<file path="src/rtl/hsef_regs.vh">
// Register map, field positions and constants of the event-flag block
`ifndef HSEF_REGS_VH
`define HSEF_REGS_VH
`define HSEF_ADDR_W        6
`define HSEF_OFF_CMD       6'h00
`define HSEF_OFF_STATUS    6'h24
`define HSEF_OFF_ENABLE    6'h28
`define HSEF_OFF_CLEAR     6'h0c
`define HSEF_OFF_FRAME     6'h10
`define HSEF_NFLAG         5
`define HSEF_FLG_DONE      0
`define HSEF_FLG_ERR       1
`define HSEF_FLG_PORT      2
`define HSEF_FLG_ROLL      3
`define HSEF_FLG_HSE       4
`define HSEF_STS_HALT      12
`define HSEF_CMD_RUN       0
`define HSEF_CMD_FLS_LO    2
`define HSEF_CMD_FLS_HI    3
`define HSEF_CMD_THR_LO    16
`define HSEF_CMD_THR_HI    23
`define HSEF_THR_RST       8'h08
`define HSEF_FLS_1024      2'h0
`define HSEF_FLS_512       2'h1
`define HSEF_FLS_256       2'h2
`define HSEF_WRAP_1024     14'h1fff
`define HSEF_WRAP_512      14'h0fff
`define HSEF_WRAP_256      14'h07ff
`define HSEF_FRIDX_W       14
`define HSEF_RESP_OKAY     2'h0
`define HSEF_RESP_SLVERR   2'h2
`endif

</file>
<file path="src/rtl/hsef_rise.v">
// Rising-edge detector over a vector of same-clock levels
`timescale 1ns/10ps
module hsef_rise #(
    parameter W = 1
) (
    input  wire         aclk,
    input  wire         aresetn,
    input  wire [W-1:0] level,
    output wire [W-1:0] rise
);
    reg [W-1:0] prev_q;

    always @(posedge aclk) begin
        if (!aresetn) begin
            prev_q <= {W{1'b0}};
        end else begin
            prev_q <= level;
        end
    end

    assign rise = level & ~prev_q;
endmodule // hsef_rise

</file>
<file path="src/rtl/hsef_flag.v">
// One sticky event flag: set or load beats a software clear
`timescale 1ns/10ps
module hsef_flag (
    input  wire aclk,
    input  wire aresetn,
    input  wire set,
    input  wire clr,
    input  wire load,
    input  wire load_val,
    output wire flag
);
    reg flag_q;

    always @(posedge aclk) begin
        if (!aresetn) begin
            flag_q <= 1'b0;
        end else if (load) begin
            flag_q <= load_val | set;
        end else if (set) begin
            flag_q <= 1'b1;
        end else if (clr) begin
            flag_q <= 1'b0;
        end
    end

    assign flag = flag_q;
endmodule // hsef_flag

</file>
<file path="src/rtl/hsef_top.v">
// Host status event flags with AXI4-Lite register access
//
// Decided for this implementation: the AXI4-Lite register port and the address map.
`timescale 1ns/10ps
`include "hsef_regs.vh"
module hsef_top #(
    parameter NPORT   = 2,
    parameter D3_LOAD = 1
) (
    input  wire             aclk,
    input  wire             aresetn,
    input  wire [5:0]       s_axi_awaddr,
    input  wire [2:0]       s_axi_awprot,
    input  wire             s_axi_awvalid,
    output wire             s_axi_awready,
    input  wire [31:0]      s_axi_wdata,
    input  wire [3:0]       s_axi_wstrb,
    input  wire             s_axi_wvalid,
    output wire             s_axi_wready,
    output wire [1:0]       s_axi_bresp,
    output wire             s_axi_bvalid,
    input  wire             s_axi_bready,
    input  wire [5:0]       s_axi_araddr,
    input  wire [2:0]       s_axi_arprot,
    input  wire             s_axi_arvalid,
    output wire             s_axi_arready,
    output wire [31:0]      s_axi_rdata,
    output wire [1:0]       s_axi_rresp,
    output wire             s_axi_rvalid,
    input  wire             s_axi_rready,
    input  wire             xfer_done_evt,
    input  wire             short_pkt_evt,
    input  wire             xfer_err_evt,
    input  wire             host_err_evt,
    input  wire [NPORT-1:0] port_change,
    input  wire [NPORT-1:0] port_resume,
    input  wire [NPORT-1:0] port_suspended,
    input  wire [NPORT-1:0] port_companion,
    input  wire             d3_exit,
    input  wire             uframe_tick,
    input  wire             sched_idle,
    output wire             run_stop,
    output wire             halted,
    output wire             irq
);
    ////////////////////////////////////////////////////////////////////////////////////
    reg                     awready_q;
    reg                     wready_q;
    reg                     bvalid_q;
    reg  [1:0]              bresp_q;
    reg                     arready_q;
    reg                     rvalid_q;
    reg  [1:0]              rresp_q;
    reg  [31:0]             rdata_q;
    reg                     aw_full_q;
    reg                     w_full_q;
    reg  [5:0]              waddr_q;
    reg  [31:0]             wdata_q;
    reg  [3:0]              wstrb_q;
    reg                     run_q;
    reg  [1:0]              fls_q;
    reg  [7:0]              thr_q;
    reg  [`HSEF_NFLAG-1:0]  en_q;
    reg                     halt_q;
    reg  [`HSEF_FRIDX_W-1:0] fidx_q;
    reg  [7:0]              ucnt_q;
    reg                     thr_irq_q;
    reg                     irq_q;
    wire                    wr_fire;
    wire [31:0]             wmask;
    wire [31:0]             wdm;
    wire                    wr_ok;
    wire [`HSEF_NFLAG-1:0]  flags;
    reg  [`HSEF_NFLAG-1:0]  clr_vec;
    wire [`HSEF_NFLAG-1:0]  set_vec;
    wire [`HSEF_NFLAG-1:0]  ld_vec;
    wire [NPORT-1:0]        chg_rise;
    wire [NPORT-1:0]        res_rise;
    wire [NPORT-1:0]        owned;
    reg  [`HSEF_FRIDX_W-1:0] wrap_val;
    wire                    fadv;
    wire                    roll;
    wire                    thr_hit;
    wire [`HSEF_NFLAG-1:0]  act;
    reg  [31:0]             rd_val;
    reg                     rd_ok;

    ////////////////////////////////////////////////////////////////////////////////////
    // AXI4-Lite write path: address and data taken in any order
    assign wr_fire = aw_full_q & w_full_q & ~bvalid_q;
    assign wmask   = {{8{wstrb_q[3]}}, {8{wstrb_q[2]}}, {8{wstrb_q[1]}}, {8{wstrb_q[0]}}};
    assign wdm     = wdata_q & wmask;
    assign wr_ok   = (waddr_q[5:2] == `HSEF_OFF_CMD    >> 2) ||
                     (waddr_q[5:2] == `HSEF_OFF_STATUS >> 2) ||
                     (waddr_q[5:2] == `HSEF_OFF_ENABLE >> 2) ||
                     (waddr_q[5:2] == `HSEF_OFF_CLEAR  >> 2);

    always @(posedge aclk) begin
        if (!aresetn) begin
            awready_q <= 1'b1;
            wready_q  <= 1'b1;
            aw_full_q <= 1'b0;
            w_full_q  <= 1'b0;
            bvalid_q  <= 1'b0;
            bresp_q   <= `HSEF_RESP_OKAY;
            waddr_q   <= 6'h00;
            wdata_q   <= 32'h00000000;
            wstrb_q   <= 4'h0;
        end else begin
            if (s_axi_awvalid && awready_q) begin
                waddr_q   <= s_axi_awaddr;
                aw_full_q <= 1'b1;
                awready_q <= 1'b0;
            end
            if (s_axi_wvalid && wready_q) begin
                wdata_q  <= s_axi_wdata;
                wstrb_q  <= s_axi_wstrb;
                w_full_q <= 1'b1;
                wready_q <= 1'b0;
            end
            if (wr_fire) begin
                aw_full_q <= 1'b0;
                w_full_q  <= 1'b0;
                bvalid_q  <= 1'b1;
                bresp_q   <= wr_ok ? `HSEF_RESP_OKAY : `HSEF_RESP_SLVERR;
            end
            if (bvalid_q && s_axi_bready) begin
                bvalid_q  <= 1'b0;
                awready_q <= 1'b1;
                wready_q  <= 1'b1;
            end
        end
    end

    ////////////////////////////////////////////////////////////////////////////////////
    // Command and enable registers
    always @(posedge aclk) begin
        if (!aresetn) begin
            run_q <= 1'b0;
            fls_q <= `HSEF_FLS_1024;
            thr_q <= `HSEF_THR_RST;
            en_q  <= {`HSEF_NFLAG{1'b0}};
        end else begin
            if (wr_fire && waddr_q[5:2] == (`HSEF_OFF_CMD >> 2)) begin
                if (wstrb_q[0]) begin
                    run_q <= wdata_q[`HSEF_CMD_RUN];
                    fls_q <= wdata_q[`HSEF_CMD_FLS_HI:`HSEF_CMD_FLS_LO];
                end
                if (wstrb_q[2]) begin
                    thr_q <= wdata_q[`HSEF_CMD_THR_HI:`HSEF_CMD_THR_LO];
                end
            end
            if (wr_fire && waddr_q[5:2] == (`HSEF_OFF_ENABLE >> 2) && wstrb_q[0]) begin
                en_q <= wdata_q[`HSEF_NFLAG-1:0];
            end
            if (host_err_evt) begin
                run_q <= 1'b0;
            end
        end
    end

    // Halted only after the schedule engine reports it has stopped
    always @(posedge aclk) begin
        if (!aresetn) begin
            halt_q <= 1'b1;
        end else if (run_q) begin
            halt_q <= 1'b0;
        end else if (sched_idle) begin
            halt_q <= 1'b1;
        end
    end

    ////////////////////////////////////////////////////////////////////////////////////
    // Frame index and rollover detection
    always @* begin
        case (fls_q)
            `HSEF_FLS_512: wrap_val = `HSEF_WRAP_512;
            `HSEF_FLS_256: wrap_val = `HSEF_WRAP_256;
            default:       wrap_val = `HSEF_WRAP_1024;
        endcase
    end

    assign fadv = uframe_tick & run_q & ~halt_q;
    assign roll = fadv & ((fidx_q & wrap_val) == wrap_val);

    always @(posedge aclk) begin
        if (!aresetn) begin
            fidx_q <= {`HSEF_FRIDX_W{1'b0}};
        end else if (fadv) begin
            fidx_q <= fidx_q + 1'b1;
        end
    end

    ////////////////////////////////////////////////////////////////////////////////////
    // Event sources and sticky flags
    hsef_rise #(
        .W (NPORT)
    ) u_chg_rise (
        .aclk    (aclk),
        .aresetn (aresetn),
        .level   (port_change),
        .rise    (chg_rise)
    );

    hsef_rise #(
        .W (NPORT)
    ) u_res_rise (
        .aclk    (aclk),
        .aresetn (aresetn),
        .level   (port_resume),
        .rise    (res_rise)
    );

    assign owned = ~port_companion;
    assign set_vec[`HSEF_FLG_DONE] = xfer_done_evt | short_pkt_evt;
    assign set_vec[`HSEF_FLG_ERR]  = xfer_err_evt;
    assign set_vec[`HSEF_FLG_PORT] = |(chg_rise & owned) |
                                     |(res_rise & port_suspended & owned);
    assign set_vec[`HSEF_FLG_ROLL] = roll;
    assign set_vec[`HSEF_FLG_HSE]  = host_err_evt;

    assign ld_vec = (D3_LOAD != 0 && d3_exit) ? (1'b1 << `HSEF_FLG_PORT) : 5'h00;

    always @* begin
        clr_vec = {`HSEF_NFLAG{1'b0}};
        if (wr_fire && (waddr_q[5:2] == (`HSEF_OFF_STATUS >> 2) ||
                        waddr_q[5:2] == (`HSEF_OFF_CLEAR >> 2))) begin
            clr_vec = wdm[`HSEF_NFLAG-1:0];
        end
    end

    genvar gi;
    generate
        for (gi = 0; gi < `HSEF_NFLAG; gi = gi + 1) begin : g_flag
            hsef_flag u_flag (
                .aclk     (aclk),
                .aresetn  (aresetn),
                .set      (set_vec[gi]),
                .clr      (clr_vec[gi]),
                .load     (ld_vec[gi]),
                .load_val (|(port_change | port_resume)),
                .flag     (flags[gi])
            );
        end
    endgenerate

    ////////////////////////////////////////////////////////////////////////////////////
    // Interrupt threshold pacing and interrupt output
    assign thr_hit = uframe_tick && (ucnt_q + 8'h01 >= thr_q);
    assign act     = flags & en_q;

    always @(posedge aclk) begin
        if (!aresetn) begin
            ucnt_q    <= 8'h00;
            thr_irq_q <= 1'b0;
            irq_q     <= 1'b0;
        end else begin
            if (uframe_tick) begin
                ucnt_q <= thr_hit ? 8'h00 : ucnt_q + 8'h01;
            end
            if (act[`HSEF_FLG_DONE] == 1'b0 && act[`HSEF_FLG_ERR] == 1'b0) begin
                thr_irq_q <= 1'b0;
            end else if (thr_hit) begin
                thr_irq_q <= 1'b1;
            end
            irq_q <= thr_irq_q & (act[`HSEF_FLG_DONE] | act[`HSEF_FLG_ERR]) |
                     act[`HSEF_FLG_PORT] | act[`HSEF_FLG_ROLL] |
                     flags[`HSEF_FLG_HSE];
        end
    end

    ////////////////////////////////////////////////////////////////////////////////////
    // AXI4-Lite read path
    always @* begin
        rd_val = 32'h00000000;
        rd_ok  = 1'b1;
        case (s_axi_araddr[5:2])
            (`HSEF_OFF_CMD >> 2): begin
                rd_val[`HSEF_CMD_RUN] = run_q;
                rd_val[`HSEF_CMD_FLS_HI:`HSEF_CMD_FLS_LO] = fls_q;
                rd_val[`HSEF_CMD_THR_HI:`HSEF_CMD_THR_LO] = thr_q;
            end
            (`HSEF_OFF_STATUS >> 2): begin
                rd_val[`HSEF_NFLAG-1:0] = flags;
                rd_val[`HSEF_STS_HALT]  = halt_q;
            end
            (`HSEF_OFF_ENABLE >> 2): rd_val[`HSEF_NFLAG-1:0] = en_q;
            (`HSEF_OFF_CLEAR >> 2):  rd_val = 32'h00000000;
            (`HSEF_OFF_FRAME >> 2):  rd_val[`HSEF_FRIDX_W-1:0] = fidx_q;
            default:                 rd_ok = 1'b0;
        endcase
    end

    always @(posedge aclk) begin
        if (!aresetn) begin
            arready_q <= 1'b1;
            rvalid_q  <= 1'b0;
            rresp_q   <= `HSEF_RESP_OKAY;
            rdata_q   <= 32'h00000000;
        end else if (s_axi_arvalid && arready_q) begin
            arready_q <= 1'b0;
            rvalid_q  <= 1'b1;
            rdata_q   <= rd_val;
            rresp_q   <= rd_ok ? `HSEF_RESP_OKAY : `HSEF_RESP_SLVERR;
        end else if (rvalid_q && s_axi_rready) begin
            rvalid_q  <= 1'b0;
            arready_q <= 1'b1;
        end
    end

    assign s_axi_awready = awready_q;
    assign s_axi_wready  = wready_q;
    assign s_axi_bvalid  = bvalid_q;
    assign s_axi_bresp   = bresp_q;
    assign s_axi_arready = arready_q;
    assign s_axi_rvalid  = rvalid_q;
    assign s_axi_rresp   = rresp_q;
    assign s_axi_rdata   = rdata_q;
    assign run_stop      = run_q;
    assign halted        = halt_q;
    assign irq           = irq_q;
endmodule // hsef_top

</file>
<file path="config.mk">
export PLATFORM = sky130hd
export DESIGN_NAME = hsef_top
export DESIGN_NICKNAME = d
export VERILOG_FILES = /design/src/rtl/hsef_rise.v /design/src/rtl/hsef_flag.v /design/src/rtl/hsef_top.v
export VERILOG_INCLUDE_DIRS = /design/src /design/src/rtl
export SDC_FILE = /design/constraint.sdc
export NUM_CORES = 1
export LEC_CHECK = 0
export ABC_AREA = 1
export BUFFER_PORTS_ARGS = -buffer_cell sky130_fd_sc_hd__buf_2
export CAP_MARGIN = 20
export CORE_MARGIN = 8
export CORE_UTILIZATION = 48
export DETAILED_ROUTE_END_ITERATION = 16
export GPL_ROUTABILITY_DRIVEN = 1
export MAX_ROUTING_LAYER = met4
export PLACE_DENSITY = 0.76
export SYNTH_ARGS = -nofsm -noshare
export SYNTH_HDL_FRONTEND = slang
export SYNTH_SLANG_ARGS = --single-unit
</file>
<file path="constraint.sdc">
create_clock -name aclk -period 2.1 [get_ports aclk]
set_input_delay 0.42 -clock aclk [delete_from_list [all_inputs] [get_ports aclk]]
set_output_delay 0.42 -clock aclk [all_outputs]
set_load 0.03 [all_outputs]
</file>
=== Word level (Yosys, flattened, before mapping) ===
Cells that the tools add are included.
Widths: inputs -> output; s select.

* Register bits: 116
* Bits in latches: 0
* Memory bits (writable): 0
* ROM bits: 0
* Memories kept: 0

* Add/subtract/negate cells: 2
* Multiply operators: 0
* Div/mod/pow operators: 0
* Magnitude comparators: 1
* Equality and inequality tests: 10
* Shift-type cells: 0
* Mux-type cells: 36
* Bitwise operators: 34
* Reduce and logical (&&, ||, !) cells: 34

{| class="wikitable"
|+ Operators with widths
! operator !! number
|-
| $pmux 13 s2 || 1
|-
| $mux 1 || 23
|-
| $eq 4x4->1 const B || 4
|-
| $mux 8 || 2
|-
| $reduce_bool 3->1 || 5
|-
| $add 14x1->14 const B || 1
|-
| $and 14x14->14 || 1
|-
| $eq 14x14->1 || 1
|-
| $reduce_or 2->1 || 7
|-
| $logic_and 1x1->1 || 11
|-
| $or 1x1->1 || 11
|-
| $and 2x2->2 || 5
|-
| $add 8x1->8 const B || 1
|-
| $eq 4x2->1 const B || 2
|-
| $ge 8x8->1 || 1
|-
| $logic_not 4->1 || 2
|-
| $pmux 2 s4 || 1
|-
| $mux 7 || 1
|-
| $and 1x1->1 || 6
|-
| $not 2->2 || 3
|-
| $pmux 1 s3 || 2
|-
| $and 5x5->5 || 1
|-
| $mux 5 || 1
|-
| $not 1->1 || 5
|-
| 13 further kinds || 19
|}

=== Depth between registers and ports, before layout ===
Gate-level depths: netlist of run 1.

* Depth in word-level cells: 8
* Gate-level depth with buffers: 14
* Gate-level depth less buffers: 14

=== Modules after synthesis ===
A second synthesis of run 1 with hierarchy kept.

* Cell total of the unflattened synthesis: 629
* Area total of the unflattened synthesis: 4,543.1 um2

{| class="wikitable"
|+ By module, submodules not included
! module !! times used !! cells each !! area each (um2) !! sequential area each (um2)
|-
| hsef_top || 1 || 574 || 4,161.5 || 1,821.7
|-
| hsef_flag || 5 || 7 || 46.3 || 20.0
|-
| hsef_rise || 2 || 10 || 75.1 || 40.0
|}

=== Worst setup path after synthesis of run 1 ===
No wires, ideal clock.

* Kind: register to register
* Start point: register ucnt_q[0]
* End point: register ucnt_q[5]
* Library setup time: 0.130 ns
* Arrival time: 1.797 ns
* Setup slack: 0.174 ns
* Cell stages (with the launch flop): 12
* Buffers on the path: 0
* Period minus slack after synthesis: 1.926 ns
* Cells stage by stage: dfxtp_1 > ha_1 > nand2_1 > nor2_1 > nand2_1 > nand2_1 > nand2_1 > ha_1 > nand2_1 > o21a_1 > a21oi_1 > nor2_1

* Longest elaborated chain between the ends: 4

{| class="wikitable"
|+ RTL lines
! item !! line !! source
|-
| from (decl) || hsef_top.v:66 || <nowiki>reg [7:0] ucnt_q;</nowiki>
|-
| from (signal assigned) || hsef_top.v:259 || <nowiki>ucnt_q <= thr_hit ? 8'h00 : ucnt_q + 8'h01;</nowiki>
|-
| $add 8x1->8 (*) || hsef_top.v:249, hsef_top.v:259 ||
|-
| $ge 8x8->1 || hsef_top.v:249 || <nowiki>assign thr_hit = uframe_tick && (ucnt_q + 8'h01 >= thr_q);</nowiki>
|-
| $logic_and 1x1->1 || hsef_top.v:249 ||
|-
| $mux 8 (*) || hsef_top.v:259 ||
|}

Every way passes the cells marked *; elsewhere a longest branch is shown, timed or not.
A chain may end at the register's enable or synchronous reset.

=== Worst setup path after layout of run 1 ===
* Start point: register ucnt_q[1]
* End point: register ucnt_q[2]

Same word-level chain as after synthesis.

==> impl_metrics.env, run 1 <==
export IMPL_dr_total_vias=4215
export IMPL_post_route_util_pct=56.7
export IMPL_wl_per_cell_um=13.0
export IMPL_cap_violations=0
export IMPL_worst_r2r_endpoint="ucnt_q[2]$_SDFFE_PN0P_"
export IMPL_synth_top_cell_by_area="dfxtp_1"
export IMPL_synth_top_area_share_pct=43.8
export IMPL_yosys_warnings=0
export IMPL_drt_vias_per_instance=5.00
export IMPL_slew_violations=0
export IMPL_slew_limit_headroom_pct=55.1
export IMPL_die_y_um=114
export IMPL_fmax_mhz=510
export IMPL_start_kind="register"
export IMPL_ys_types=36
export IMPL_cp_required_ns=2.34
export IMPL_gr_total_overflow=0
export IMPL_drt_antenna_violating_nets=0
export IMPL_synth_mux_area_share_pct=0
export IMPL_dpl_cell_area_sq_mm=0.00502
export IMPL_synthSimpleGateAreaFrac_pct=25.8
export IMPL_io_pins=120
export IMPL_finalPower_w=0.00371
export IMPL_ys_top_cells_by_area="dfxtp_1, nand2_1, o21ai_0"
export IMPL_clk_pin_slew_ns=0.09
export IMPL_synth_seq_area_share_pct=43.8
export IMPL_worst_slew_pin_slew_ns=0.674
export IMPL_reg2reg_from="ucnt_q[1]$_SDFFE_PN0P_"
export IMPL_hold_viol=0
export IMPL_synth_compound_area_share_pct=16.6
export IMPL_crit_type="reg -> reg"
export IMPL_first_pass_iters=5
export IMPL_synth_xor_area_share_pct=0.192
export IMPL_drc=0
export IMPL_ys_ff_latch=100
export IMPL_reg2reg_setup_slack_ns=0.14
export IMPL_hp_start="sched_idle"
export IMPL_r2r_cells=13
export IMPL_fillers=905
export IMPL_start_util_pct=49.5
export IMPL_drive_gt1_share_pct=18.6
export IMPL_synth_avg_cell_area_sq_um=7.22
export IMPL_grt_max_degree=78
export IMPL_synth_ff_type="dfxtp_1"
export IMPL_ctsHoldBuffers=0
export IMPL_yosysMostFrequentCell="nand2_1"
export IMPL_antenna_found_initial=0
export IMPL_clk_insertion_delay_late_ns=0.36
export IMPL_clock_sinks=100
export IMPL_min_to="halted$_SDFFE_PN1P_"
export IMPL_clk_path_buf_depth=2
export IMPL_cts_root_buffer="clkbuf_8"
export IMPL_setup_viol=0
export IMPL_dieArea_sq_mm=0.0129
export IMPL_die_width_um=114
export IMPL_hold_class="in -> reg"
export IMPL_syn_inst=633
export IMPL_area_growth_pct=14.6
export IMPL_synth_fa_ha_area_share_pct=3.01
export IMPL_p_leak_nw=2.41
export IMPL_period_share_pct=93.3
export IMPL_crit_path_max_fanout=6
export IMPL_stdcell_area_sq_mm=0.00524
export IMPL_floorplan_rows=35
export IMPL_io_buffer_count=76
export IMPL_powerDensity_mw_per_mm2=707
export IMPL_holdPathStages=3
export IMPL_htree_levels=3
export IMPL_numCtsBuffers=9
export IMPL_groute_usage_overall_pct=17.5
export IMPL_synth_top_family_by_area="simple AND/OR/NAND/NOR gates"
export IMPL_period_minus_slack_ns=1.96
export IMPL_async_reset_ff_share_pct=0
export IMPL_end_kind="register"
export IMPL_place_congestion=0.871
export IMPL_wl_um=10900
export IMPL_irDropWorstVdd_mv=0.315
export IMPL_drt_iter0_drc=217
export IMPL_tritoncts="built"
export IMPL_arrival_ns=2.20
export IMPL_nets=796
export IMPL_synthTopCellsByCount="nand2_1, dfxtp_1, nor2_1"
export IMPL_status="completed"
export IMPL_dp_hpwl_um=8210
export IMPL_synth_edf_count=0
export IMPL_num_antenna_cells=0
export IMPL_skew_ns=0.00900
export IMPL_grt_pass1_vias=4099
export IMPL_core_area_sq_mm=0.00924
export IMPL_syn_area_sq_mm=0.00457
export IMPL_grt_first_pass_wirelength_um=18300
==> worst max-delay path by stage <==
stage                                start                endpoint  slack (ns)  cells past startpoint
finish              ucnt_q[1]$_SDFFE_PN0P_  ucnt_q[2]$_SDFFE_PN0P_        0.14                     13
floorplan           ucnt_q[0]$_SDFFE_PN0P_  ucnt_q[5]$_SDFFE_PN0P_        0.17                     11
global route        ucnt_q[1]$_SDFFE_PN0P_  thr_irq_q$_SDFFE_PP0P_       -0.02                     14
CTS                 ucnt_q[0]$_SDFFE_PN0P_  ucnt_q[2]$_SDFFE_PN0P_        0.04                     12
global placement    ucnt_q[0]$_SDFFE_PN0P_  ucnt_q[6]$_SDFFE_PN0P_        0.16                     12
detailed placement  ucnt_q[0]$_SDFFE_PN0P_  ucnt_q[2]$_SDFFE_PN0P_        0.09                     12
==> through the flow <==
stage	instances	setup WS, ns	hold WS (ns)	setup TNS, ns
after floorplan	644	0.174	0.414	0
after global placement	825	0.159	0.435	0
after detailed placement	825	0.0879	0.447	0
after CTS	841	0.0442	0.257	0
after global routing	843	-0.0189	0.266	-0.0418
final	843	0.140	0.265	0
==> state kept, by name, summed over array words and instances, names as in the netlist, 4 cells and up <==
register,count
ucnt_q,8
waddr_q,4
s_axi_rdata,22
wdata_q,13
g_flag.u_flag.flag,5
en_q,5
thr_q,8
fidx_q,14
==> layout make-up <==
class                   count  area, sq um  area share (%)
repair buffers             85          452            8.62
multi-input cells         434         2150            41.0
clock buffers              10          138            2.63
flip-flops and latches    100         2010            38.3
clock inverters             6         40.0           0.764
well taps                 129          161            3.08
inverters                  79          298            5.68
==> repair_timing <==
action | 4_1_cts | 5_1_grt
pin swaps | 0 | 5
endpoints found under the setup margin | 1 | 9
resized for setup | 1 | 10
setup buffers | 0 | 2
cloned | 0 | 0
==> power breakdown <==
part           internal (W)  total, W  switching, W
logic              0.000181  0.000536      0.000355
registers           0.00199   0.00205     0.0000580
clock network      0.000459   0.00112      0.000664
total               0.00263   0.00371       0.00108
==> cells by family (layout without fill, tap and decap cells) <==
kind of cell    Yosys count  after routing
flops                   100            100
compound gates          145            145
fa+ha+maj                11             11
other cells               1             12
simple gates            265            265
buf+inv                 110            180
xor+xnor                  1              1
==> routing by layer <==
layer,up-vias,track usage [%],wire length [um]
met1,1901,20.2,5000
met4,0,5.86,153
met3,15,3.54,594
li1,2180,-,-
met2,119,29.7,5170
met5,-,-,0
==> layout by cell type (no fill, tap or decap), types with 4 or more instances in the layout <==
cell type	netlist	layout
clkbuf_8	0	10
nor2_1	82	81
nand3_1	41	40
nor2_2	6	7
conb_1	1	12
ha_1	11	11
o21ai_1	5	5
buf_2	6	76
o211ai_1	6	6
inv_1	77	76
buf_4	14	8
nand4_1	5	5
clkinvlp_4	0	4
o21ai_0	67	67
nand2_2	3	6
nand2_1	111	108
nand3b_1	4	4
a21oi_1	60	59
dfxtp_1	100	97
==> worst max-delay path: stages (launching register included) <==
cell and delay, ns:
dfxtp_2 0.35, ha_1 0.16, nand2_1 0.08, nor2_2 0.17
nand2_1 0.08, nand2_2 0.07, nand2_2 0.06, ha_1 0.28
nand2_1 0.07, nor2_1 0.12, nand2_2 0.08, a21oi_2 0.15
buf_6 0.14, nor2_1 0.05
(Power assumes the default switching activity.)
==> inputs of run 2 (changes only) <==
--- a/config.mk
+++ b/config.mk
@@ -13,8 +13,7 @@
 export CORE_UTILIZATION = 48
 export DETAILED_ROUTE_END_ITERATION = 16
 export GPL_ROUTABILITY_DRIVEN = 1
-export MAX_ROUTING_LAYER = met4
-export PLACE_DENSITY = 0.76
+export PLACE_DENSITY = 0.73
 export SYNTH_ARGS = -nofsm -noshare
 export SYNTH_HDL_FRONTEND = slang
 export SYNTH_SLANG_ARGS = --single-unit
==> constraint.sdc (replaced) <==
create_clock -name aclk -period 2.3 [get_ports aclk]
set_input_delay 0.46 -clock aclk [delete_from_list [all_inputs] [get_ports aclk]]
set_output_delay 0.46 -clock aclk [all_outputs]
set_load 0.03 [all_outputs]
==> run 2 against run 1 <==
  * First-iteration DRC count increased by 11%
  * Global-route usage decreased by 0.52 points
  * Fmax decreased by 3.2%
  * Clock power increased by 22%
  * Core utilization increased by 0.18 points
  * Register-to-register slack improved by 0.14 ns
  * Design area increased by 0.31%
  * Clock-buffer cell count increased by 2
  * Combinational power decreased by 13%
  * Total power decreased by 0.17%
  * Non-clock buffer count decreased by 4
  * Critical path type unchanged
==> impl_metrics.env, run 2 (synthesized netlist as in run 1, its figures left out) <==
export IMPL_fmax_mhz=494
export IMPL_post_route_util_pct=56.9
export IMPL_drc=0
export IMPL_drt_iter0_drc=240
export IMPL_dpl_cell_count=823
export IMPL_nets=792
export IMPL_p_int_w=0.00275
export IMPL_combPwrFrac_pct=12.6
export IMPL_period_share_pct=88.0
export IMPL_clk_pin_slew_ns=0.09
export IMPL_cp_required_ns=2.56
export IMPL_end_kind="register"
export IMPL_p_leak_nw=2.43
export IMPL_clk_insertion_delay_late_ns=0.36
export IMPL_reg2reg_setup_slack_ns=0.28
export IMPL_slew_violations=0
export IMPL_largest_reg_flops=22
export IMPL_crit_path_max_fanout=6
export IMPL_dieArea_sq_mm=0.0129
export IMPL_clockPowerShare_pct=36.9
export IMPL_groute_usage_overall_pct=16.9
export IMPL_drt_vias_per_instance=4.98
export IMPL_arrival_ns=2.29
export IMPL_skew_ns=0.0109
export IMPL_clk_path_buf_depth=2
export IMPL_instances_no_fill=839
export IMPL_die_y_um=114
export IMPL_start_util_pct=49.5
export IMPL_drt_antenna_violating_nets=0
export IMPL_irDropWorstVdd_mv=0.524
export IMPL_power_frac_seq_pct=50.5
export IMPL_io_buffer_count=76
export IMPL_num_antenna_cells=0
export IMPL_swShare_pct=25.7
export IMPL_clock_sinks=100
export IMPL_area_growth_pct=15.0
export IMPL_io_pins=120
export IMPL_hold_class="in -> reg"
export IMPL_wl_um=10600
export IMPL_setup_viol=0
export IMPL_grt_pass1_vias=4190
export IMPL_grt_first_pass_wirelength_um=18300
export IMPL_period_minus_slack_ns=2.02
export IMPL_powerDensity_mw_per_mm2=704
export IMPL_first_pass_iters=5
export IMPL_cts_root_buffer="clkbuf_8"
export IMPL_floorplan_rows=35
export IMPL_die_width_um=114
export IMPL_worst_slew_pin_slew_ns=0.698
export IMPL_finalPower_w=0.00370
export IMPL_grt_max_degree=78
export IMPL_antenna_found_initial=0
export IMPL_status="completed"
export IMPL_dp_hpwl_um=7910
export IMPL_rsz0062_at_grt="false"
export IMPL_mostFrequentLayoutCells="nand2_1, dfxtp_1, nor2_1"
export IMPL_final_common_cell="nand2_1"
export IMPL_gr_total_overflow=0
export IMPL_numCtsBuffers=9
export IMPL_start_kind="register"
export IMPL_wl_per_cell_um=12.6
export IMPL_crit_type="reg -> reg"
export IMPL_cap_violations=0
export IMPL_tritoncts="built"
export IMPL_slew_limit_headroom_pct=53.5
export IMPL_core_area_sq_mm=0.00924
export IMPL_place_congestion=0.865
export IMPL_hold_viol=0
export IMPL_dr_total_vias=4180
export IMPL_ctsHoldBuffers=0
export IMPL_drive_gt1_share_pct=16.6
export IMPL_power_switching_w=0.000951
export IMPL_tns_ns=0
export IMPL_post_cts_resized=0
export IMPL_htree_levels=3
export IMPL_cts_setup_buffers=0
-- run 2: changes by cell type in the layout (fill, tap and decap cells not counted), sizes merged --
cell / previous run / this run
buf: 85 / 81
bufinv: 0 / 3
clkbuf: 10 / 12
clkinv: 3 / 2
clkinvlp: 4 / 0
-- run 2: final cells by class --
cell class	count	area, sq um
flip-flops and latches	100	2000
clock buffers	12	155
clock inverters	4	95.1
fillers	889	3980
well taps	129	161
multi-input cells	434	2130
repair buffers	81	418
inverters	79	298
-- run 2: routing by layer --
layer | vias up | track usage [%] | wire length, um
met4 | 0 | 7.90 | 196
met1 | 1897 | 20.2 | 4850
li1 | 2173 | - | -
met3 | 13 | 3.01 | 457
met2 | 97 | 28.9 | 5080
met5 | - | 0 | 0
-- run 2: worst paths after layout --
kind	depth (start not counted)	start	end
max	12	ucnt_q[0]$_SDFFE_PN0P_	ucnt_q[6]$_SDFFE_PN0P_
min reg2reg	2	thr_irq_q$_SDFFE_PP0P_	thr_irq_q$_SDFFE_PP0P_
max reg2reg	12	ucnt_q[0]$_SDFFE_PN0P_	ucnt_q[6]$_SDFFE_PN0P_
min	3	port_change[1]	u_chg_rise.prev_q[1]$_SDFF_PN0_
-- run 2: critical path, cell delays in order, from the launching register on --
cell and delay, ns:
dfxtp_1 0.39, ha_1 0.19, nand2_1 0.07, nor2_1 0.16, nand2_1 0.07, nand2_1 0.07, nand2_1 0.06, ha_1 0.26
nand2_1 0.06, o21a_1 0.22, a21oi_1 0.15, buf_4 0.16, nor2_1 0.05
-- run 2: stage by stage --
step                area, sq um  setup WS [ns]  hold WS (ns)
detailed placement         5010          0.303         0.439
finish                     5260          0.277         0.308
global placement           5010          0.318         0.435
global route               5260         0.0504         0.303
floorplan                  4610          0.374         0.414
CTS                        5260          0.282         0.293
-- run 2: power by group through the flow --
stage	clock, W	sequential, W	combinational [W]
after floorplan	0	0.00196	0.000285
after global placement	0	0.00190	0.000456
after detailed placement	0	0.00191	0.000469
after CTS	0.00140	0.00187	0.000471
after global routing	0.00148	0.00188	0.000526
final	0.00137	0.00187	0.000467
